File: config.mk
export PLATFORM = sky130hd
export DESIGN_NAME = css_clock_startup
export DESIGN_NICKNAME = d
export VERILOG_FILES = /design/src/core/css_pkg.sv /design/src/core/css_startup_counter.sv /design/src/core/css_source_decode.sv /design/src/core/css_clock_startup.sv
export SDC_FILE = /design/constraint.sdc
export NUM_CORES = 1
export LEC_CHECK = 0
export ABC_AREA = 1
export BUFFER_PORTS_ARGS = -buffer_cell sky130_fd_sc_hd__buf_4
export CORE_MARGIN = 5
export CORE_UTILIZATION = 52
export CTS_CLUSTER_DIAMETER = 120
export DETAILED_ROUTE_END_ITERATION = 10
export PLACE_DENSITY_LB_ADDON = 0.12
export SETUP_SLACK_MARGIN = 0.3
export SYNTH_ARGS = -nofsm -noshare
export SYNTH_HDL_FRONTEND = slang
export SYNTH_SLANG_ARGS = --single-unit
File: constraint.sdc
create_clock -name clk_sys_in -period 3.1 [get_ports clk_sys_in]
set_clock_uncertainty 0.1 [all_clocks]
set_input_delay 0.62 -clock clk_sys_in [delete_from_list [all_inputs] [get_ports clk_sys_in]]
set_output_delay 0.62 -clock clk_sys_in [all_outputs]
set_load 0.02 [all_outputs]
File: src/core/css_pkg.sv
// package: constants, codes and decode helper for the clock start-up block
package css_pkg;

  // counter width, wide enough for the long watchdog delay
  localparam int CNT_W = 17;

  // fuse polarity: a programmed fuse reads as zero
  localparam logic FUSE_PROG = 1'b0;

  // delivered fuse image: internal rc 1 mhz, longest start-up
  localparam logic [3:0] CLOCK_SOURCE_SELECT_DEF = 4'h1;
  localparam logic [1:0] SUT_DEF   = 2'h2;
  localparam logic       AMP_DEF   = 1'b1;

  // source classes from the 4-bit source select field
  localparam logic [2:0] CLS_XTAL = 3'h1;
  localparam logic [2:0] CLS_LFXT = 3'h2;
  localparam logic [2:0] CLS_XRC  = 3'h3;
  localparam logic [2:0] CLS_IRC  = 3'h4;
  localparam logic [2:0] CLS_XCLK = 3'h5;

  // source select boundaries
  localparam logic [3:0] SEL_XTAL_MIN = 4'ha;
  localparam logic [3:0] SEL_LFXT     = 4'h9;
  localparam logic [3:0] SEL_XRC_MIN  = 4'h5;
  localparam logic [3:0] SEL_IRC_MIN  = 4'h1;

  // crystal range codes (upper three select bits)
  localparam logic [2:0] XR_LOW  = 3'h5;
  localparam logic [2:0] XR_MID  = 3'h6;
  localparam logic [2:0] XR_HIGH = 3'h7;

  // reported frequency range
  localparam logic [2:0] RNG_NONE = 3'h0;
  localparam logic [2:0] RNG_LOW  = 3'h1;
  localparam logic [2:0] RNG_MID  = 3'h2;
  localparam logic [2:0] RNG_HIGH = 3'h3;
  localparam logic [2:0] RNG_WIDE = 3'h4;

  // reset delay choice
  localparam logic [1:0] DLY_NONE  = 2'h0;
  localparam logic [1:0] DLY_SHORT = 2'h1;
  localparam logic [1:0] DLY_LONG  = 2'h2;

  // start-up counts in source clock cycles
  localparam logic [16:0] CYC_6   = 17'h00006;
  localparam logic [16:0] CYC_18  = 17'h00012;
  localparam logic [16:0] CYC_258 = 17'h00102;
  localparam logic [16:0] CYC_1K  = 17'h00400;
  localparam int          CYC_16K = 16384;
  localparam int          CYC_32K = 32768;

  // reset delay counts in watchdog oscillator cycles
  localparam logic [16:0] WDT_SHORT = 17'h01000;
  localparam int          WDT_LONG  = 65536;

  // register offsets
  localparam logic [7:0] ADDR_CTRL   = 8'h00;
  localparam logic [7:0] ADDR_STATUS = 8'h01;
  localparam logic [7:0] ADDR_FUSE   = 8'h02;
  localparam logic [7:0] ADDR_DECODE = 8'h03;

  // control register bits
  localparam int CTRL_HALT  = 0;
  localparam int CTRL_CONV  = 1;
  localparam int CTRL_SLEEP = 2;

  // sequencer states, one-hot
  typedef enum logic [3:0] {
    ST_BOOT  = 4'b0001,
    ST_RUN   = 4'b0010,
    ST_SLEEP = 4'b0100,
    ST_WAKE  = 4'b1000
  } css_state_t;

  // source class from the select field
  function automatic logic [2:0] css_decode_class(input logic [3:0] sel);
    logic [2:0] cls;
    if (sel >= SEL_XTAL_MIN) cls = CLS_XTAL;
    else if (sel == SEL_LFXT) cls = CLS_LFXT;
    else if (sel >= SEL_XRC_MIN) cls = CLS_XRC;
    else if (sel >= SEL_IRC_MIN) cls = CLS_IRC;
    else cls = CLS_XCLK;
    return cls;
  endfunction

endpackage

File: src/core/css_startup_counter.sv
// file: restartable tick counter with a terminal-count done flag
`timescale 1ns/10ps
`default_nettype none
module css_startup_counter (
  // clock and reset
  input  wire logic        clk_sys_in,
  input  wire logic        srst_in,
  // control
  input  wire logic        restart_in,
  input  wire logic        tick_in,
  input  wire logic [16:0] target_in,
  // status
  output logic             done_out
);

  logic [16:0] cnt_r; // ticks seen since restart

  // count ticks until the target, then hold done
  always_ff @(posedge clk_sys_in) begin
    if (srst_in || restart_in) begin
      cnt_r    <= 17'h00000;
      done_out <= 1'b0;
    end else if (!done_out) begin
      if (cnt_r == target_in) begin
        done_out <= 1'b1;
      end else if (tick_in) begin
        cnt_r <= cnt_r + 17'h00001;
      end
    end
  end

  AST_CNT_DONE: assert property (@(posedge clk_sys_in) disable iff (srst_in)
    $rose(done_out) |-> $past(cnt_r) == $past(target_in))
    else $error("done rose before terminal count");

  AST_CNT_RESTART: assert property (@(posedge clk_sys_in) disable iff (srst_in)
    restart_in |=> !done_out && cnt_r == 17'h00000)
    else $error("restart did not clear the counter");

endmodule // css_startup_counter
`default_nettype wire

File: src/core/css_source_decode.sv
// file: fuse decode into source class, range, wake count and reset delay
`timescale 1ns/10ps
`default_nettype none
module css_source_decode #(
  parameter logic [16:0] CYC_16K_P = 17'h04000,
  parameter logic [16:0] CYC_32K_P = 17'h08000
) (
  // fuse image
  input  wire logic [3:0]  clock_source_select_in,
  input  wire logic [1:0]  sut_in,
  input  wire logic        amp_in,
  // decoded result
  output logic [2:0]       class_out,
  output logic [2:0]       range_out,
  output logic [16:0]      wake_cyc_out,
  output logic [1:0]       dly_sel_out
);

  // per-class start-up table lookup
  always_comb begin
    class_out    = css_pkg::css_decode_class(clock_source_select_in);
    range_out    = css_pkg::RNG_NONE;
    wake_cyc_out = css_pkg::CYC_6;
    dly_sel_out  = css_pkg::DLY_LONG;
    case (class_out)
      css_pkg::CLS_XTAL: begin
        // programmed amplifier option widens every range code
        if (amp_in == css_pkg::FUSE_PROG) range_out = css_pkg::RNG_WIDE;
        else if (clock_source_select_in[3:1] == css_pkg::XR_LOW) range_out = css_pkg::RNG_LOW;
        else if (clock_source_select_in[3:1] == css_pkg::XR_MID) range_out = css_pkg::RNG_MID;
        else range_out = css_pkg::RNG_HIGH;
        case ({clock_source_select_in[0], sut_in})
          3'h0: begin wake_cyc_out = css_pkg::CYC_258; dly_sel_out = css_pkg::DLY_SHORT; end
          3'h1: begin wake_cyc_out = css_pkg::CYC_258; dly_sel_out = css_pkg::DLY_LONG;  end
          3'h2: begin wake_cyc_out = css_pkg::CYC_1K;  dly_sel_out = css_pkg::DLY_NONE;  end
          3'h3: begin wake_cyc_out = css_pkg::CYC_1K;  dly_sel_out = css_pkg::DLY_SHORT; end
          3'h4: begin wake_cyc_out = css_pkg::CYC_1K;  dly_sel_out = css_pkg::DLY_LONG;  end
          3'h5: begin wake_cyc_out = CYC_16K_P;        dly_sel_out = css_pkg::DLY_NONE;  end
          3'h6: begin wake_cyc_out = CYC_16K_P;        dly_sel_out = css_pkg::DLY_SHORT; end
          default: begin wake_cyc_out = CYC_16K_P;     dly_sel_out = css_pkg::DLY_LONG;  end
        endcase
      end
      css_pkg::CLS_LFXT: begin
        // reserved code falls back to the safest setting
        wake_cyc_out = (sut_in[1]) ? CYC_32K_P : css_pkg::CYC_1K;
        dly_sel_out  = (sut_in == 2'h0) ? css_pkg::DLY_SHORT : css_pkg::DLY_LONG;
      end
      css_pkg::CLS_XRC: begin
        wake_cyc_out = (sut_in == 2'h3) ? css_pkg::CYC_6 : css_pkg::CYC_18;
        if (sut_in == 2'h0) dly_sel_out = css_pkg::DLY_NONE;
        else if (sut_in == 2'h2) dly_sel_out = css_pkg::DLY_LONG;
        else dly_sel_out = css_pkg::DLY_SHORT;
      end
      default: begin
        // internal rc and external clock share the 6-cycle start
        if (sut_in == 2'h0) dly_sel_out = css_pkg::DLY_NONE;
        else if (sut_in == 2'h1) dly_sel_out = css_pkg::DLY_SHORT;
        else dly_sel_out = css_pkg::DLY_LONG;
      end
    endcase
  end

endmodule // css_source_decode
`default_nettype wire

File: src/core/css_clock_startup.sv
// file: top of the clock source select and start-up sequencer
`timescale 1ns/10ps
`default_nettype none
//
// Function
// - decode source select into five source classes
// - fuse value one unprogrammed, zero programmed
// - wake from deep sleep counts source cycles
// - reset adds none, 4096 or 65536 watchdog cycles
// - default fuses select 0001 and 10
// - amplifier option programmed gives full swing
// - upper select bits pick crystal frequency range, wide range when amplifier option programmed
// - crystal group zero start-up code mapping
// - crystal group one start-up code mapping
// - async timer clock keeps running in sleep
// - converter clock runs while core halted
// - core clock gate stops all core logic
module css_clock_startup #(
  // long counts, shortened for simulation
  parameter logic [16:0] WDT_LONG_CYC = 17'(css_pkg::WDT_LONG),
  parameter logic [16:0] XTAL_16K_CYC = 17'(css_pkg::CYC_16K),
  parameter logic [16:0] LFXT_32K_CYC = 17'(css_pkg::CYC_32K)
) (
  // clock and reset
  input  wire logic       clk_sys_in,
  input  wire logic       srst_in,
  // fuse image
  input  wire logic [3:0] clock_source_select_field_in,
  input  wire logic [1:0] startup_time_field_in,
  input  wire logic       oscillator_amplifier_option_in,
  input  wire logic       fuse_valid_in,
  // clock ticks, one-cycle enables
  input  wire logic       source_clock_tick_in,
  input  wire logic       watchdog_oscillator_tick_in,
  input  wire logic       async_timer_clock_tick_in,
  input  wire logic       converter_clock_tick_in,
  // wake event
  input  wire logic       wake_in,
  // register port
  input  wire logic [7:0] reg_addr_in,
  input  wire logic [7:0] reg_wdata_in,
  input  wire logic       reg_wr_in,
  input  wire logic       reg_rd_in,
  output logic [7:0]      reg_rdata_out,
  // clock gates and ticks
  output logic            core_clock_en_out,
  output logic            io_clock_en_out,
  output logic            converter_clock_tick_out,
  output logic            async_timer_clock_tick_out,
  // decoded configuration
  output logic            amp_full_swing_out,
  output logic [2:0]      source_class_out,
  output logic [2:0]      crystal_range_out,
  // sequencer status
  output logic            startup_busy_out,
  output logic            power_down_out
);

  // fuse shadow, loaded once after reset release
  logic [3:0] clock_source_select_r;  // clock source select field
  logic [1:0] sut_r;    // start-up time field
  logic       amp_r;    // amplifier option fuse
  logic       cap_pend_r; // capture still pending

  // control register
  logic halt_r;     // software gate of the core clock
  logic conv_en_r;  // converter clock enable

  // sequencer
  css_pkg::css_state_t state_r;   // current state
  css_pkg::css_state_t state_nxt; // next state
  logic wake_restart_r;           // restart pulse on wake

  // decode results
  logic [2:0]  dec_class;   // source class
  logic [2:0]  dec_range;   // frequency range
  logic [16:0] dec_wake;    // source cycles to count
  logic [1:0]  dec_dly;     // reset delay choice
  logic [16:0] wdt_target;  // watchdog cycles to count

  // counter handshakes
  logic src_restart; // source counter restart
  logic src_done;    // source count complete
  logic wdt_done;    // watchdog count complete

  // bus decode
  logic sleep_cmd;   // software sleep request
  logic ctrl_wr;     // write hits control

  // fuse capture: reset loads the delivered defaults
  always_ff @(posedge clk_sys_in) begin
    if (srst_in) begin
      clock_source_select_r    <= css_pkg::CLOCK_SOURCE_SELECT_DEF;
      sut_r      <= css_pkg::SUT_DEF;
      amp_r      <= css_pkg::AMP_DEF;
      cap_pend_r <= 1'b1;
    end else if (cap_pend_r) begin
      // an absent fuse image keeps the defaults
      if (fuse_valid_in) begin
        clock_source_select_r <= clock_source_select_field_in;
        sut_r   <= startup_time_field_in;
        amp_r   <= oscillator_amplifier_option_in;
      end
      cap_pend_r <= 1'b0;
    end
  end

  // table lookup for the captured fuses
  css_source_decode #(
    .CYC_16K_P (XTAL_16K_CYC),
    .CYC_32K_P (LFXT_32K_CYC)
  ) u_decode (
    .clock_source_select_in     (clock_source_select_r),
    .sut_in       (sut_r),
    .amp_in       (amp_r),
    .class_out    (dec_class),
    .range_out    (dec_range),
    .wake_cyc_out (dec_wake),
    .dly_sel_out  (dec_dly)
  );

  // watchdog delay length from the delay choice
  always_comb begin
    if (dec_dly == css_pkg::DLY_LONG) begin
      wdt_target = WDT_LONG_CYC;
    end else if (dec_dly == css_pkg::DLY_SHORT) begin
      wdt_target = css_pkg::WDT_SHORT;
    end else begin
      wdt_target = 17'h00000;
    end
  end

  // source counter restarts at boot and on every wake
  assign src_restart = cap_pend_r | wake_restart_r;

  // oscillator cycles, on the selected source
  css_startup_counter u_src_cnt (
    .clk_sys_in (clk_sys_in),
    .srst_in    (srst_in),
    .restart_in (src_restart),
    .tick_in    (source_clock_tick_in),
    .target_in  (dec_wake),
    .done_out   (src_done)
  );

  // real-time part, only after reset
  css_startup_counter u_wdt_cnt (
    .clk_sys_in (clk_sys_in),
    .srst_in    (srst_in),
    .restart_in (cap_pend_r),
    .tick_in    (watchdog_oscillator_tick_in),
    .target_in  (wdt_target),
    .done_out   (wdt_done)
  );

  // register port decode
  assign ctrl_wr   = reg_wr_in && (reg_addr_in == css_pkg::ADDR_CTRL);
  assign sleep_cmd = ctrl_wr && reg_wdata_in[css_pkg::CTRL_SLEEP];

  // control register; the sleep bit is a command, not stored
  always_ff @(posedge clk_sys_in) begin
    if (srst_in) begin
      halt_r    <= 1'b0;
      conv_en_r <= 1'b0;
    end else if (ctrl_wr) begin
      halt_r    <= reg_wdata_in[css_pkg::CTRL_HALT];
      conv_en_r <= reg_wdata_in[css_pkg::CTRL_CONV];
    end
  end

  // sequencer next state
  always_comb begin
    state_nxt = state_r;
    case (state_r)
      css_pkg::ST_BOOT: begin
        // both delays must be over before the core runs
        if (!cap_pend_r && src_done && wdt_done) begin
          state_nxt = css_pkg::ST_RUN;
        end
      end
      css_pkg::ST_RUN: begin
        if (sleep_cmd) begin
          state_nxt = css_pkg::ST_SLEEP;
        end
      end
      css_pkg::ST_SLEEP: begin
        if (wake_in) begin
          state_nxt = css_pkg::ST_WAKE;
        end
      end
      css_pkg::ST_WAKE: begin
        // first wake cycle still sees the stale done flag
        if (!wake_restart_r && src_done) begin
          state_nxt = css_pkg::ST_RUN;
        end
      end
      default: begin
        state_nxt = css_pkg::ST_BOOT;
      end
    endcase
  end

  // sequencer state register
  always_ff @(posedge clk_sys_in) begin
    if (srst_in) begin
      state_r <= css_pkg::ST_BOOT;
    end else begin
      state_r <= state_nxt;
    end
  end

  // wake restart pulse, one cycle on entry to wake
  always_ff @(posedge clk_sys_in) begin
    if (srst_in) begin
      wake_restart_r <= 1'b0;
    end else begin
      wake_restart_r <= (state_r == css_pkg::ST_SLEEP) && wake_in;
    end
  end

  // clock gates, taken from the next state so release is not late
  always_ff @(posedge clk_sys_in) begin
    if (srst_in) begin
      core_clock_en_out <= 1'b0;
      io_clock_en_out   <= 1'b0;
      startup_busy_out  <= 1'b1;
      power_down_out    <= 1'b0;
    end else begin
      // a held core clock freezes register file and stack
      core_clock_en_out <= (state_nxt == css_pkg::ST_RUN) && !halt_r;
      io_clock_en_out   <= (state_nxt == css_pkg::ST_RUN);
      startup_busy_out  <= (state_nxt == css_pkg::ST_BOOT) ||
                           (state_nxt == css_pkg::ST_WAKE);
      power_down_out    <= (state_nxt == css_pkg::ST_SLEEP);
    end
  end

  // dedicated domain ticks
  always_ff @(posedge clk_sys_in) begin
    if (srst_in) begin
      async_timer_clock_tick_out <= 1'b0;
      converter_clock_tick_out   <= 1'b0;
    end else begin
      // async timer ignores sleep: real-time counting
      async_timer_clock_tick_out <= async_timer_clock_tick_in;
      // converter ignores the core gate, quieter conversions
      converter_clock_tick_out   <= converter_clock_tick_in && conv_en_r &&
                                    (state_r != css_pkg::ST_BOOT);
    end
  end

  // decoded configuration outputs
  always_ff @(posedge clk_sys_in) begin
    if (srst_in) begin
      amp_full_swing_out <= 1'b0;
      source_class_out   <= css_pkg::CLS_IRC;
      crystal_range_out  <= css_pkg::RNG_NONE;
    end else begin
      // programmed fuse reads zero
      amp_full_swing_out <= (amp_r == css_pkg::FUSE_PROG);
      source_class_out   <= dec_class;
      crystal_range_out  <= dec_range;
    end
  end

  // read data, valid in the cycle after the strobe
  always_ff @(posedge clk_sys_in) begin
    if (srst_in) begin
      reg_rdata_out <= 8'h00;
    end else if (reg_rd_in) begin
      if (reg_addr_in == css_pkg::ADDR_CTRL) begin
        reg_rdata_out <= {6'h00, conv_en_r, halt_r};
      end else if (reg_addr_in == css_pkg::ADDR_STATUS) begin
        reg_rdata_out <= {src_done, wdt_done, 2'h0, state_r};
      end else if (reg_addr_in == css_pkg::ADDR_FUSE) begin
        reg_rdata_out <= {1'b0, amp_r, sut_r, clock_source_select_r};
      end else if (reg_addr_in == css_pkg::ADDR_DECODE) begin
        reg_rdata_out <= {dec_dly, dec_range, dec_class};
      end else begin
        // unmapped reads return zero
        reg_rdata_out <= 8'h00;
      end
    end
  end

  // checks on the sequencer and decode
  AST_DECODE: assert property (@(posedge clk_sys_in) disable iff (srst_in)
    !cap_pend_r |=> source_class_out == css_pkg::css_decode_class($past(clock_source_select_r)))
    else $error("source class does not follow select field");

  AST_AMP_POLARITY: assert property (@(posedge clk_sys_in) disable iff (srst_in)
    amp_r == 1'b1 |=> !amp_full_swing_out)
    else $error("unprogrammed amplifier fuse gave full swing");

  AST_AMP_FULL: assert property (@(posedge clk_sys_in) disable iff (srst_in)
    amp_r == 1'b0 |=> amp_full_swing_out)
    else $error("programmed amplifier fuse gave reduced swing");

  AST_DEFAULT: assert property (@(posedge clk_sys_in) disable iff (srst_in)
    $fell(srst_in) |-> clock_source_select_r == css_pkg::CLOCK_SOURCE_SELECT_DEF && sut_r == css_pkg::SUT_DEF)
    else $error("reset did not load default fuses");

  AST_RANGE_LOW: assert property (@(posedge clk_sys_in) disable iff (srst_in)
    dec_class == css_pkg::CLS_XTAL && amp_r && clock_source_select_r[3:1] == css_pkg::XR_LOW
    |=> crystal_range_out == css_pkg::RNG_LOW)
    else $error("crystal low range misdecoded");

  AST_XTAL_G0: assert property (@(posedge clk_sys_in) disable iff (srst_in)
    dec_class == css_pkg::CLS_XTAL && !clock_source_select_r[0] && sut_r == 2'h0
    |-> dec_wake == css_pkg::CYC_258 && wdt_target == css_pkg::WDT_SHORT)
    else $error("crystal group zero code 00 misdecoded");

  AST_XTAL_G1: assert property (@(posedge clk_sys_in) disable iff (srst_in)
    dec_class == css_pkg::CLS_XTAL && clock_source_select_r[0] && sut_r == 2'h3
    |-> dec_wake == XTAL_16K_CYC && wdt_target == WDT_LONG_CYC)
    else $error("crystal group one code 11 misdecoded");

  AST_BOOT_HOLD: assert property (@(posedge clk_sys_in) disable iff (srst_in)
    state_r == css_pkg::ST_BOOT && !wdt_done |=> !core_clock_en_out)
    else $error("core released before watchdog delay");

  AST_RELEASE: assert property (@(posedge clk_sys_in) disable iff (srst_in)
    state_r == css_pkg::ST_BOOT && !cap_pend_r && src_done && wdt_done && !halt_r
    |=> core_clock_en_out && state_r == css_pkg::ST_RUN)
    else $error("core not released when both delays ended");

  AST_WAKE_HOLD: assert property (@(posedge clk_sys_in) disable iff (srst_in)
    state_r == css_pkg::ST_SLEEP && wake_in |=> !core_clock_en_out [*2])
    else $error("core ran before wake count");

  AST_GATE: assert property (@(posedge clk_sys_in) disable iff (srst_in)
    halt_r |=> !core_clock_en_out)
    else $error("core clock ran while halted");

  AST_ASYNC: assert property (@(posedge clk_sys_in) disable iff (srst_in)
    state_r == css_pkg::ST_SLEEP && async_timer_clock_tick_in |=> async_timer_clock_tick_out)
    else $error("async timer stopped in sleep");

  AST_CONV: assert property (@(posedge clk_sys_in) disable iff (srst_in)
    halt_r && conv_en_r && state_r == css_pkg::ST_RUN && converter_clock_tick_in
    |=> converter_clock_tick_out)
    else $error("converter stopped with core halted");

endmodule // css_clock_startup
`default_nettype wire

## After elaboration in Yosys (flattened, before gate mapping)

Index checks and enable logic that the tools add are counted.

| storage, ports and cells | value |
|---|---|
| register bits | 72 |
| bits in latches | 0 |
| bits in writable memories | 0 |
| memory bits (read-only) | 0 |
| input bits | 33 |
| output and inout bits | 21 |
| memories | 0 |

| operators by class | value |
|---|---|
| add/subtract/negate cells | 2 |
| $mul | 0 |
| div/mod/pow operators | 0 |
| magnitude comparators | 3 |
| equal/unequal tests | 31 |
| shift-type cells | 0 |
| multiplexer cells | 35 |
| bitwise logic cells | 6 |
| reduce and logical (&&, ||, !) cells | 25 |

Operators with widths:

| cell | number |
|---|---|
| $pmux 17 s3 | 1 |
| $add 17x1->17 const B | 2 |
| $eq 17x17->1 | 2 |
| $mux 8 | 4 |
| $pmux 15 s2 | 1 |
| $mux 3 | 6 |
| $mux 17 | 1 |
| $eq 8x2->1 const B | 2 |
| $mux 16 | 1 |
| $mux 4 | 4 |
| $pmux 4 s4 | 1 |
| $eq 3x3->1 const B | 5 |
| $mux 13 | 1 |
| $eq 3x2->1 const B | 4 |
| $eq 4x4->1 const B | 3 |
| $mux 2 | 5 |
| $logic_and 1x1->1 | 9 |
| $eq 4x1->1 const B | 2 |
| $eq 4x2->1 const B | 2 |
| $eq 4x3->1 const B | 2 |
| $eq 8x1->1 const B | 1 |
| $logic_not 8->1 | 1 |
| $mux 1 | 7 |
| $eq 2x2->1 const B | 3 |
| other kinds (19) | 32 |

## Depth between registers and ports, before layout

Gate-level depths: netlist (run 1).

| logic depth | value |
|---|---|
| depth after elaboration | 13 |
| gate-level depth with buffers | 16 |
| mapped depth without buffers | 15 |

## Cells and area by module

Synthesis (run 1) repeated with hierarchy kept, for this count alone.

| second synthesis, totals | value |
|---|---|
| cells, all modules | 766 |
| area total of the unflattened synthesis | 4680.7 um^2 |

By module, submodules not included:

| module | instances | cells each | area an instance (um^2) |
|---|---|---|---|
| css_clock_startup | 1 | 216 | 1524.0 |
| css_startup_counter (u_src_cnt) | 1 | 244 | 1415.1 |
| css_startup_counter (u_wdt_cnt) | 1 | 241 | 1396.3 |
| css_source_decode | 1 | 65 | 345.3 |

## Worst setup path after synthesis (run 1)

Ideal clock, no wire load.

| timing path | value |
|---|---|
| path type | in2reg |
| start | input reg_addr_in[3] |
| end | register reg_rdata_out[3] |
| data arrival time | 1.887 ns |
| slack | 1.043 ns |
| stages on the path | 7 |
| path buffers | 0 |
| cells stage by stage | nor2_1 > inv_1 > nor4_1 > inv_1 > o221ai_1 > o211ai_1 > a21oi_1 |

| on the way | value |
|---|---|
| cells in the longest elaborated chain, start to end | 5 |
| elaborated cells between the ends (all ways) | 8 |
| those cells by class | eq/ne (3); mux (4); reduce/logical (1) |

Ends and longest elaborated chain:

| element | line | RTL |
|---|---|---|
| start: declaration | css_clock_startup.sv:40 | `input wire logic [7:0] reg_addr_in,` |
| $eq 8x2->1 | css_clock_startup.sv:277 | `end else if (reg_addr_in == css_pkg::ADDR_DECODE) begin` |
| $mux 8 | css_clock_startup.sv:277 |  |
| $mux 8 | css_clock_startup.sv:275 | `end else if (reg_addr_in == css_pkg::ADDR_FUSE) begin` |
| $mux 8 | css_clock_startup.sv:273 | `end else if (reg_addr_in == css_pkg::ADDR_STATUS) begin` |
| $mux 8 (*) | css_clock_startup.sv:271 | `if (reg_addr_in == css_pkg::ADDR_CTRL) begin` |
| end signal: assignment | css_clock_startup.sv:272 | `reg_rdata_out <= {6'h00, conv_en_r, halt_r};` |
| end signal: assignment | css_clock_startup.sv:274 | `reg_rdata_out <= {src_done, wdt_done, 2'h0, state_r};` |
| end signal: assignment | css_clock_startup.sv:276 | `reg_rdata_out <= {1'b0, amp_r, sut_r, clock_source_select_r};` |
| end: declaration | css_clock_startup.sv:44 | `output logic [7:0] reg_rdata_out,` |

Every way passes the cells marked *; elsewhere a longest branch is shown, timed or not.
A chain may end at the register's enable or synchronous reset.

## Final worst setup path (run 1)

| timing path | value |
|---|---|
| start | register sut_r[1] |
| end | register u_src_cnt.cnt_r[5] |

| on the way | value |
|---|---|
| cells in the longest elaborated chain, start to end | 7 |
| elaborated cells between the ends (all ways) | 15 |
| those cells by class | eq/ne (6); mux (4); bitwise (1); reduce/logical (4) |

Ends and longest elaborated chain:

| element | line | RTL |
|---|---|---|
| start: declaration | css_clock_startup.sv:61 | `logic [1:0] sut_r;` |
| start signal: assignment | css_clock_startup.sv:94 | `sut_r <= css_pkg::SUT_DEF;` |
| start signal: assignment | css_clock_startup.sv:101 | `sut_r <= startup_time_field_in;` |
| $eq 3x3->1 (tied with other cells) | css_source_decode.sv:32 | `case ({clock_source_select_in[0], sut_in})` |
| $reduce_or 3->1 (no source line) / $reduce_or 2->1 (equally long branches) | -- |  |
| $pmux 15 s2 | css_source_decode.sv:32 |  |
| $pmux 17 s3 (*) | css_source_decode.sv:25 | `case (class_out)` |
| $eq 17x17->1 (*) | css_startup_counter.sv:24 | `if (cnt_r == target_in) begin` |
| $not 1->1 (no source line) (*) | -- |  |
| $reduce_and 3->1 (no source line) (*) | -- |  |
| end signal: assignment | css_startup_counter.sv:27 | `cnt_r <= cnt_r + 17'h00001;` |
| end: declaration | css_startup_counter.sv:16 | `logic [16:0] cnt_r;` |

Marked as above.

==> results of run 1 <==
-- cell families (layout without fill, tap and decap cells) --
group                      count (synthesis)  in the layout  share of synthesized area, %
and+or+nand+nor                          294            294                          35.8
adders and majority gates                  3              3                         0.947
AOI/OAI and AO/OA                         82             82                          11.5
buffers and inverters                     90            138                          8.93
DFF                                       72             72                          36.4
xor gates and xnor gates                  29             29                          6.41
-- report_power, final --
| part | leakage (nW) | switching [mW] | internal, mW |
|---|---|---|---|
| logic | 1.18 | 0.155 | 0.0752 |
| clock network | 0.100 | 0.381 | 0.378 |
| registers | 0.583 | 0.0187 | 0.940 |
-- routing by layer --
| metal | share of wire, % | GRT usage [%] |
|---|---|---|
| met5 | 0 | 0 |
| met2 | 47 | 35.6 |
| met4 | 0.92 | 5.32 |
| met1 | 45 | 27.2 |
| met3 | 7.0 | 4.81 |
-- per-stage QoR --
stage	setup slack, ns	cells
detailed placement	0.747	701
finish	0.703	717
global placement	0.788	701
global route	0.361	717
floorplan	1.04	570
CTS	0.721	717
-- layout make-up --
| class | instances | area, um^2 | area share (%) |
|---|---|---|---|
| flip-flops and latches | 72 | 1440 | 31.4 |
| inverters | 71 | 267 | 5.81 |
| multi-input cells | 408 | 2170 | 47.3 |
| clock buffers | 9 | 124 | 2.70 |
| clock inverters | 7 | 77.6 | 1.69 |
| well taps | 99 | 124 | 2.70 |
| repair buffers | 51 | 383 | 8.35 |
-- worst min-delay path, cell delays in order --
cell	delay, ns
buf_4	0.07
inv_1	0.03
nor2_1	0.06
-- flip-flops by register name, indices dropped and copies added (netlist names), 2 cells and up --
name,cells
clock_source_select_r,4
crystal_range_out,3
reg_rdata_out,8
source_class_out,3
state_r,4
sut_r,2
u_src_cnt.cnt_r,17
u_wdt_cnt.cnt_r,17
-- layout by cell type (no fill, tap or decap), types with 19 or more instances in the layout --
cell / instances
a21oi_1: 49
buf_4: 51
dfxtp_1: 72
inv_1: 65
nand2_1: 112
nand3_1: 38
nand4_1: 48
nor2_1: 54
nor3_1: 19
xor2_1: 27
-- worst max-delay path by stage --
stage,from,endpoint,slack (ns),cells after the start
floorplan,reg_addr_in[3],reg_rdata_out[3]$_SDFFE_PP0P_,1.04,7
CTS,sut_r[1]$_SDFFE_PP1P_,u_src_cnt.cnt_r[11]$_SDFFE_PP0P_,0.72,12
global placement,sut_r[1]$_SDFFE_PP1P_,u_src_cnt.cnt_r[1]$_SDFFE_PP0P_,0.79,13
detailed placement,sut_r[1]$_SDFFE_PP1P_,u_src_cnt.cnt_r[11]$_SDFFE_PP0P_,0.75,12
finish,sut_r[1]$_SDFFE_PP1P_,u_src_cnt.cnt_r[5]$_SDFFE_PP0P_,0.70,12
global route,sut_r[1]$_SDFFE_PP1P_,u_src_cnt.cnt_r[1]$_SDFFE_PP0P_,0.36,13
==> impl_metrics.tcl, run 1 <==
set metrics [dict create \
    slowest_delay_ns 0.53 \
    synth_edf_count 0 \
    rrSetupSlack_ns 0.70 \
    synth_area_um2 3970 \
    period_share_pct 77.3 \
    root_buffer "clkbuf_8" \
    cts_resized 0 \
    ys_async_sr_fraction_pct 0 \
    crit_buf_inv 1 \
    dr_total_vias 3982 \
    cts_tree "built" \
    insertion_delay_ns 0.35 \
    post-route-min-period_ns 2.40 \
    grt_setup_unrepaired "no" \
    synth_common_cells "nand2_1 (112), dfxtp_1 (72), inv_1 (65), nor2_1 (54), a21oi_1 (49)" \
    placed_cell_area_um2 4380 \
    first_pass_iters 6 \
    antenna_found_initial 0 \
    path_class "flip-flop to flip-flop" \
    worstPathArrival_ns 2.57 \
    die_y_um 97.3 \
    cts.path.max_buffers 2 \
    cts_buffers 9 \
    synth_cell_type_count 37 \
    vias_per_cell 5.55 \
    cp_cell_sequence "inv_1 > nand2_1 > nand2_1 > o21ai_0 > nand2_1 > nor2_1 > nand2_1 > nor2_2 > nand3_4 > nand3_4 > nand2_1 > a21oi_1" \
    hpwl_mm 7.15 \
    tns_ns 0 \
    gp_congestion 0.964 \
    finish.instance_area_um2 4590 \
    routedWlPerCell_um 13.8 \
    grt_pass1_wl_mm 16.9 \
    cts.sinks 72 \
    overflow 0 \
    cts.hold.buffers_added 0 \
    timing.rr.end "u_src_cnt.cnt_r[5]$_SDFFE_PP0P_" \
    vdd_drop_max_mv 0.328 \
    syn_nets 606 \
    maxSlewHeadroom_pct 64.2 \
    hold_depth 3 \
    num_rows 31 \
    yosysMostFrequentCell "nand2_1" \
    clkTransAtPathRegs_ns 0.08 \
    core_area_um2 7330 \
    drive_above_1_share_pct 13.8 \
    cp_max_fo 18 \
    maxCapViolCount 0 \
    synth-main-ff-cell "dfxtp_1" \
    ff2ff_path_depth 12 \
    dieArea_um2 9470 \
    antennaDiodeCount 0 \
    synth_largest_area_cell "dfxtp_1" \
    worst_pin_slew_ns 0.533 \
    nets 649 \
    power_density_nw_per_um2 425 \
    power_leakage_nw 1.86 \
    ys_ff_latch 72 \
    power.total_mw 1.95 \
    ys_seq_area_share_pct 36.4 \
    slew_violations 0 \
    cp_slowest_cell "dfxtp_1" \
    synth_top_area_share_pct 36.4 \
    hold_viol 0 \
    hold_end "async_timer_clock_tick_out$_SDFF_PP0_" \
    critPathCaptureType "flip-flop" \
    synthCells 570 \
    area_growth_pct 15.7 \
    fmax_ghz 0.417 \
    cp.required_ns 3.27 \
    drc_errors 0 \
    routed_wl_mm 9.88 \
    ios 54 \
    timing.hold.ws_ns 0.364 \
    drt_iter0_drc 329 \
    fillCellCount 668 \
    start_kind "flip-flop" \
    cp_top_family "simple AND/OR/NAND/NOR gates" \
    grt_usage_pct 21.1 \
    yosys_warnings 0 \
    setup_violations 0 \
    r2r-start "sut_r[1]$_SDFFE_PP1P_" \
    hold_path.class "input pin to flip-flop" \
    min-delay-start "async_timer_clock_tick_in" \
    drt.antenna.violating_nets 0 \
    htreeDepth 3 \
    ys_top_cells_by_area "dfxtp_1 (36%), nand2_1 (11%), nand4_1 (7.6%)" \
    syn_avg_cell_area_um2 6.96 \
    fin_util_pct 62.6 \
    grt_pass1_vias 3727 \
    portBuffers 48 \
    initial_core_util_pct 54.1 \
    path_common_cell "nand2_1" \
    postCtsSetupBuffers 0 \
    status "complete, no violations" \
    die_w_um 97.3 \
    grt_max_degree 24 \
]
(Power assumes the default switching activity.)
==> run 2, diff against run 1 <==
==> constraint.sdc (replaced) <==
create_clock -name clk_sys_in -period 2.2 [get_ports clk_sys_in]
set_clock_uncertainty 0.1 [all_clocks]
set_input_delay 0.44 -clock clk_sys_in [delete_from_list [all_inputs] [get_ports clk_sys_in]]
set_output_delay 0.44 -clock clk_sys_in [all_outputs]
set_load 0.02 [all_outputs]
==> run 2 against run 1 <==
Die area stayed put. Critical path depth is 4 lower. Sequential power is 41% higher. Via count is 11% higher. Fmax is 20% higher.
==> impl_metrics.tcl, run 2 (synthesized netlist as in run 1, its figures left out) <==
set metrics [dict create \
    status "complete, no violations" \
    drc_errors 0 \
    top_usage_layer "met2" \
    grt_usage_pct 23.2 \
    portBuffers 48 \
    post-route-min-period_ns 1.99 \
    path_class "flip-flop to flip-flop" \
    grt_max_degree 23 \
    routedWlPerCell_um 15.5 \
    cts_buffers 9 \
    cts.hold.buffers_added 0 \
    grt_use_met1_pct 28.7 \
    die_y_um 97.3 \
    antenna_found_initial 0 \
    grt_setup_unrepaired "yes" \
    initial_core_util_pct 54.1 \
    cts_tree "built" \
    dr_total_vias 4404 \
    tns_ns 0 \
    period_share_pct 90.7 \
    vias_per_cell 5.79 \
    power_leakage_nw 2.13 \
    die_w_um 97.3 \
    power_density_nw_per_um2 569 \
    rrSetupSlack_ns 0.21 \
    num_rows 31 \
    hold_viol 0 \
    ios 54 \
    mostFrequentLayoutCells "nand2_1 (98), buf_4 (79), dfxtp_1 (64), inv_1 (62), nor2_1 (49)" \
    hpwl_mm 7.55 \
    worstPathArrival_ns 2.18 \
    core_area_um2 7330 \
    start_kind "flip-flop" \
    nets 693 \
    dieArea_um2 9470 \
    global_route.usage.met2_pct 39.4 \
    use_met3_pct 5.60 \
    critPathCaptureType "flip-flop" \
    drt.antenna.violating_nets 0 \
    cts.path.max_buffers 2 \
    overflow 0 \
    clkTransAtPathRegs_ns 0.08 \
    drt_iter0_drc 356 \
    final_common_cell "nand2_1" \
    routed_wl_mm 11.8 \
    power.total_mw 2.96 \
    area_growth_pct 31.5 \
    seq_area_um2 1470 \
    root_buffer "clkbuf_8" \
    drive_above_1_share_pct 27.0 \
    maxSlewHeadroom_pct 65.3 \
    htreeDepth 3 \
    antennaDiodeCount 0 \
    gp_congestion 0.968 \
    setup_violations 0 \
    grt_pass1_wl_mm 18.4 \
    insertion_delay_ns 0.36 \
    hold_path.class "input pin to flip-flop" \
    slew_violations 0 \
    first_pass_iters 5 \
    maxCapViolCount 0 \
    multiInputGateArea_um2 2440 \
    fmax_ghz 0.501 \
    cp.required_ns 2.39 \
    cts.sinks 72 \
    grt_pass1_vias 3992 \
    fillCellCount 602 \
    dp_cells 713 \
    worst_pin_slew_ns 0.517 \
    reg_top3 "u_src_cnt.cnt_r x17, u_wdt_cnt.cnt_r x17, reg_rdata_out x8" \
    vdd_drop_max_mv 0.432 \
    fin_cells 761 \
    cp_max_fo 3 \
]
==> run 2: cell types whose count changed in the layout (fill, tap and decap cells not counted), sizes merged <==
cell      previous run  this run
buf                 51        89
nand3               42        47
clkbuf               9        10
clkinv               6         5
clkinvlp             1         2
inv                 70        69
nor2                60        61
==> run 2: power breakdown <==
group	switching, mW	internal, mW
logic	0.304	0.207
registers	0.0285	1.32
clock network	0.543	0.558
total	0.875	2.09
==> run 2: metrics by stage <==
step	cell area (um^2)	setup WS (ns)	hold slack, ns	util, %
floorplan	3970	0.318	0.327	-
global placement	4470	0.166	0.351	61.0
detailed placement	4470	0.0822	0.359	61.0
CTS	4900	0.263	0.177	66.9
global route	5210	0.0738	0.210	71.1
finish	5210	0.206	0.186	71.1
==> run 2: layer usage <==
metal / vias up / wire (um)
met1: 2030 / 4830
met3: 45 / 881
met2: 206 / 5740
met4: 0 / 344
met5: - / 0
li1: 2123 / -
==> run 2: area by class of cell <==
type / count / share of cell area [%]
multi-input combinational: 414 / 46.9
sequential: 72 / 28.1
timing repair buffer: 89 / 13.5
inverter: 71 / 5.11
clock buffer: 10 / 2.64
tap: 99 / 2.38
clock inverter: 6 / 1.30
==> run 2: final timing paths <==
kind | start | endpoint | cells past startpoint
min | async_timer_clock_tick_in | async_timer_clock_tick_out$_SDFF_PP0_ | 3
max | u_wdt_cnt.cnt_r[1]$_SDFFE_PP0P_ | u_wdt_cnt.cnt_r[16]$_SDFFE_PP0P_ | 8
max reg2reg | u_wdt_cnt.cnt_r[1]$_SDFFE_PP0P_ | u_wdt_cnt.cnt_r[16]$_SDFFE_PP0P_ | 8
min reg2reg | reg_rdata_out[2]$_SDFFE_PP0P_ | reg_rdata_out[2]$_SDFFE_PP0P_ | 2
==> run 2: timing repair <==
action / 4_1_cts / 5_1_grt
gates cloned: 4 / 4
buffers inserted: 12 / 12
gates resized for setup: 29 / 53
endpoints found under the setup margin: 36 / 37
pin swaps: 3 / 40
==> run 2: critical path: stages (launching register included) <==
cell     delay (ns)
dfxtp_1        0.37
ha_2           0.24
nand3_2        0.12
nor2_2         0.17
nand3_2        0.13
nor4_4         0.31
xor2_1         0.19
nand4_1        0.14
a21oi_1        0.16
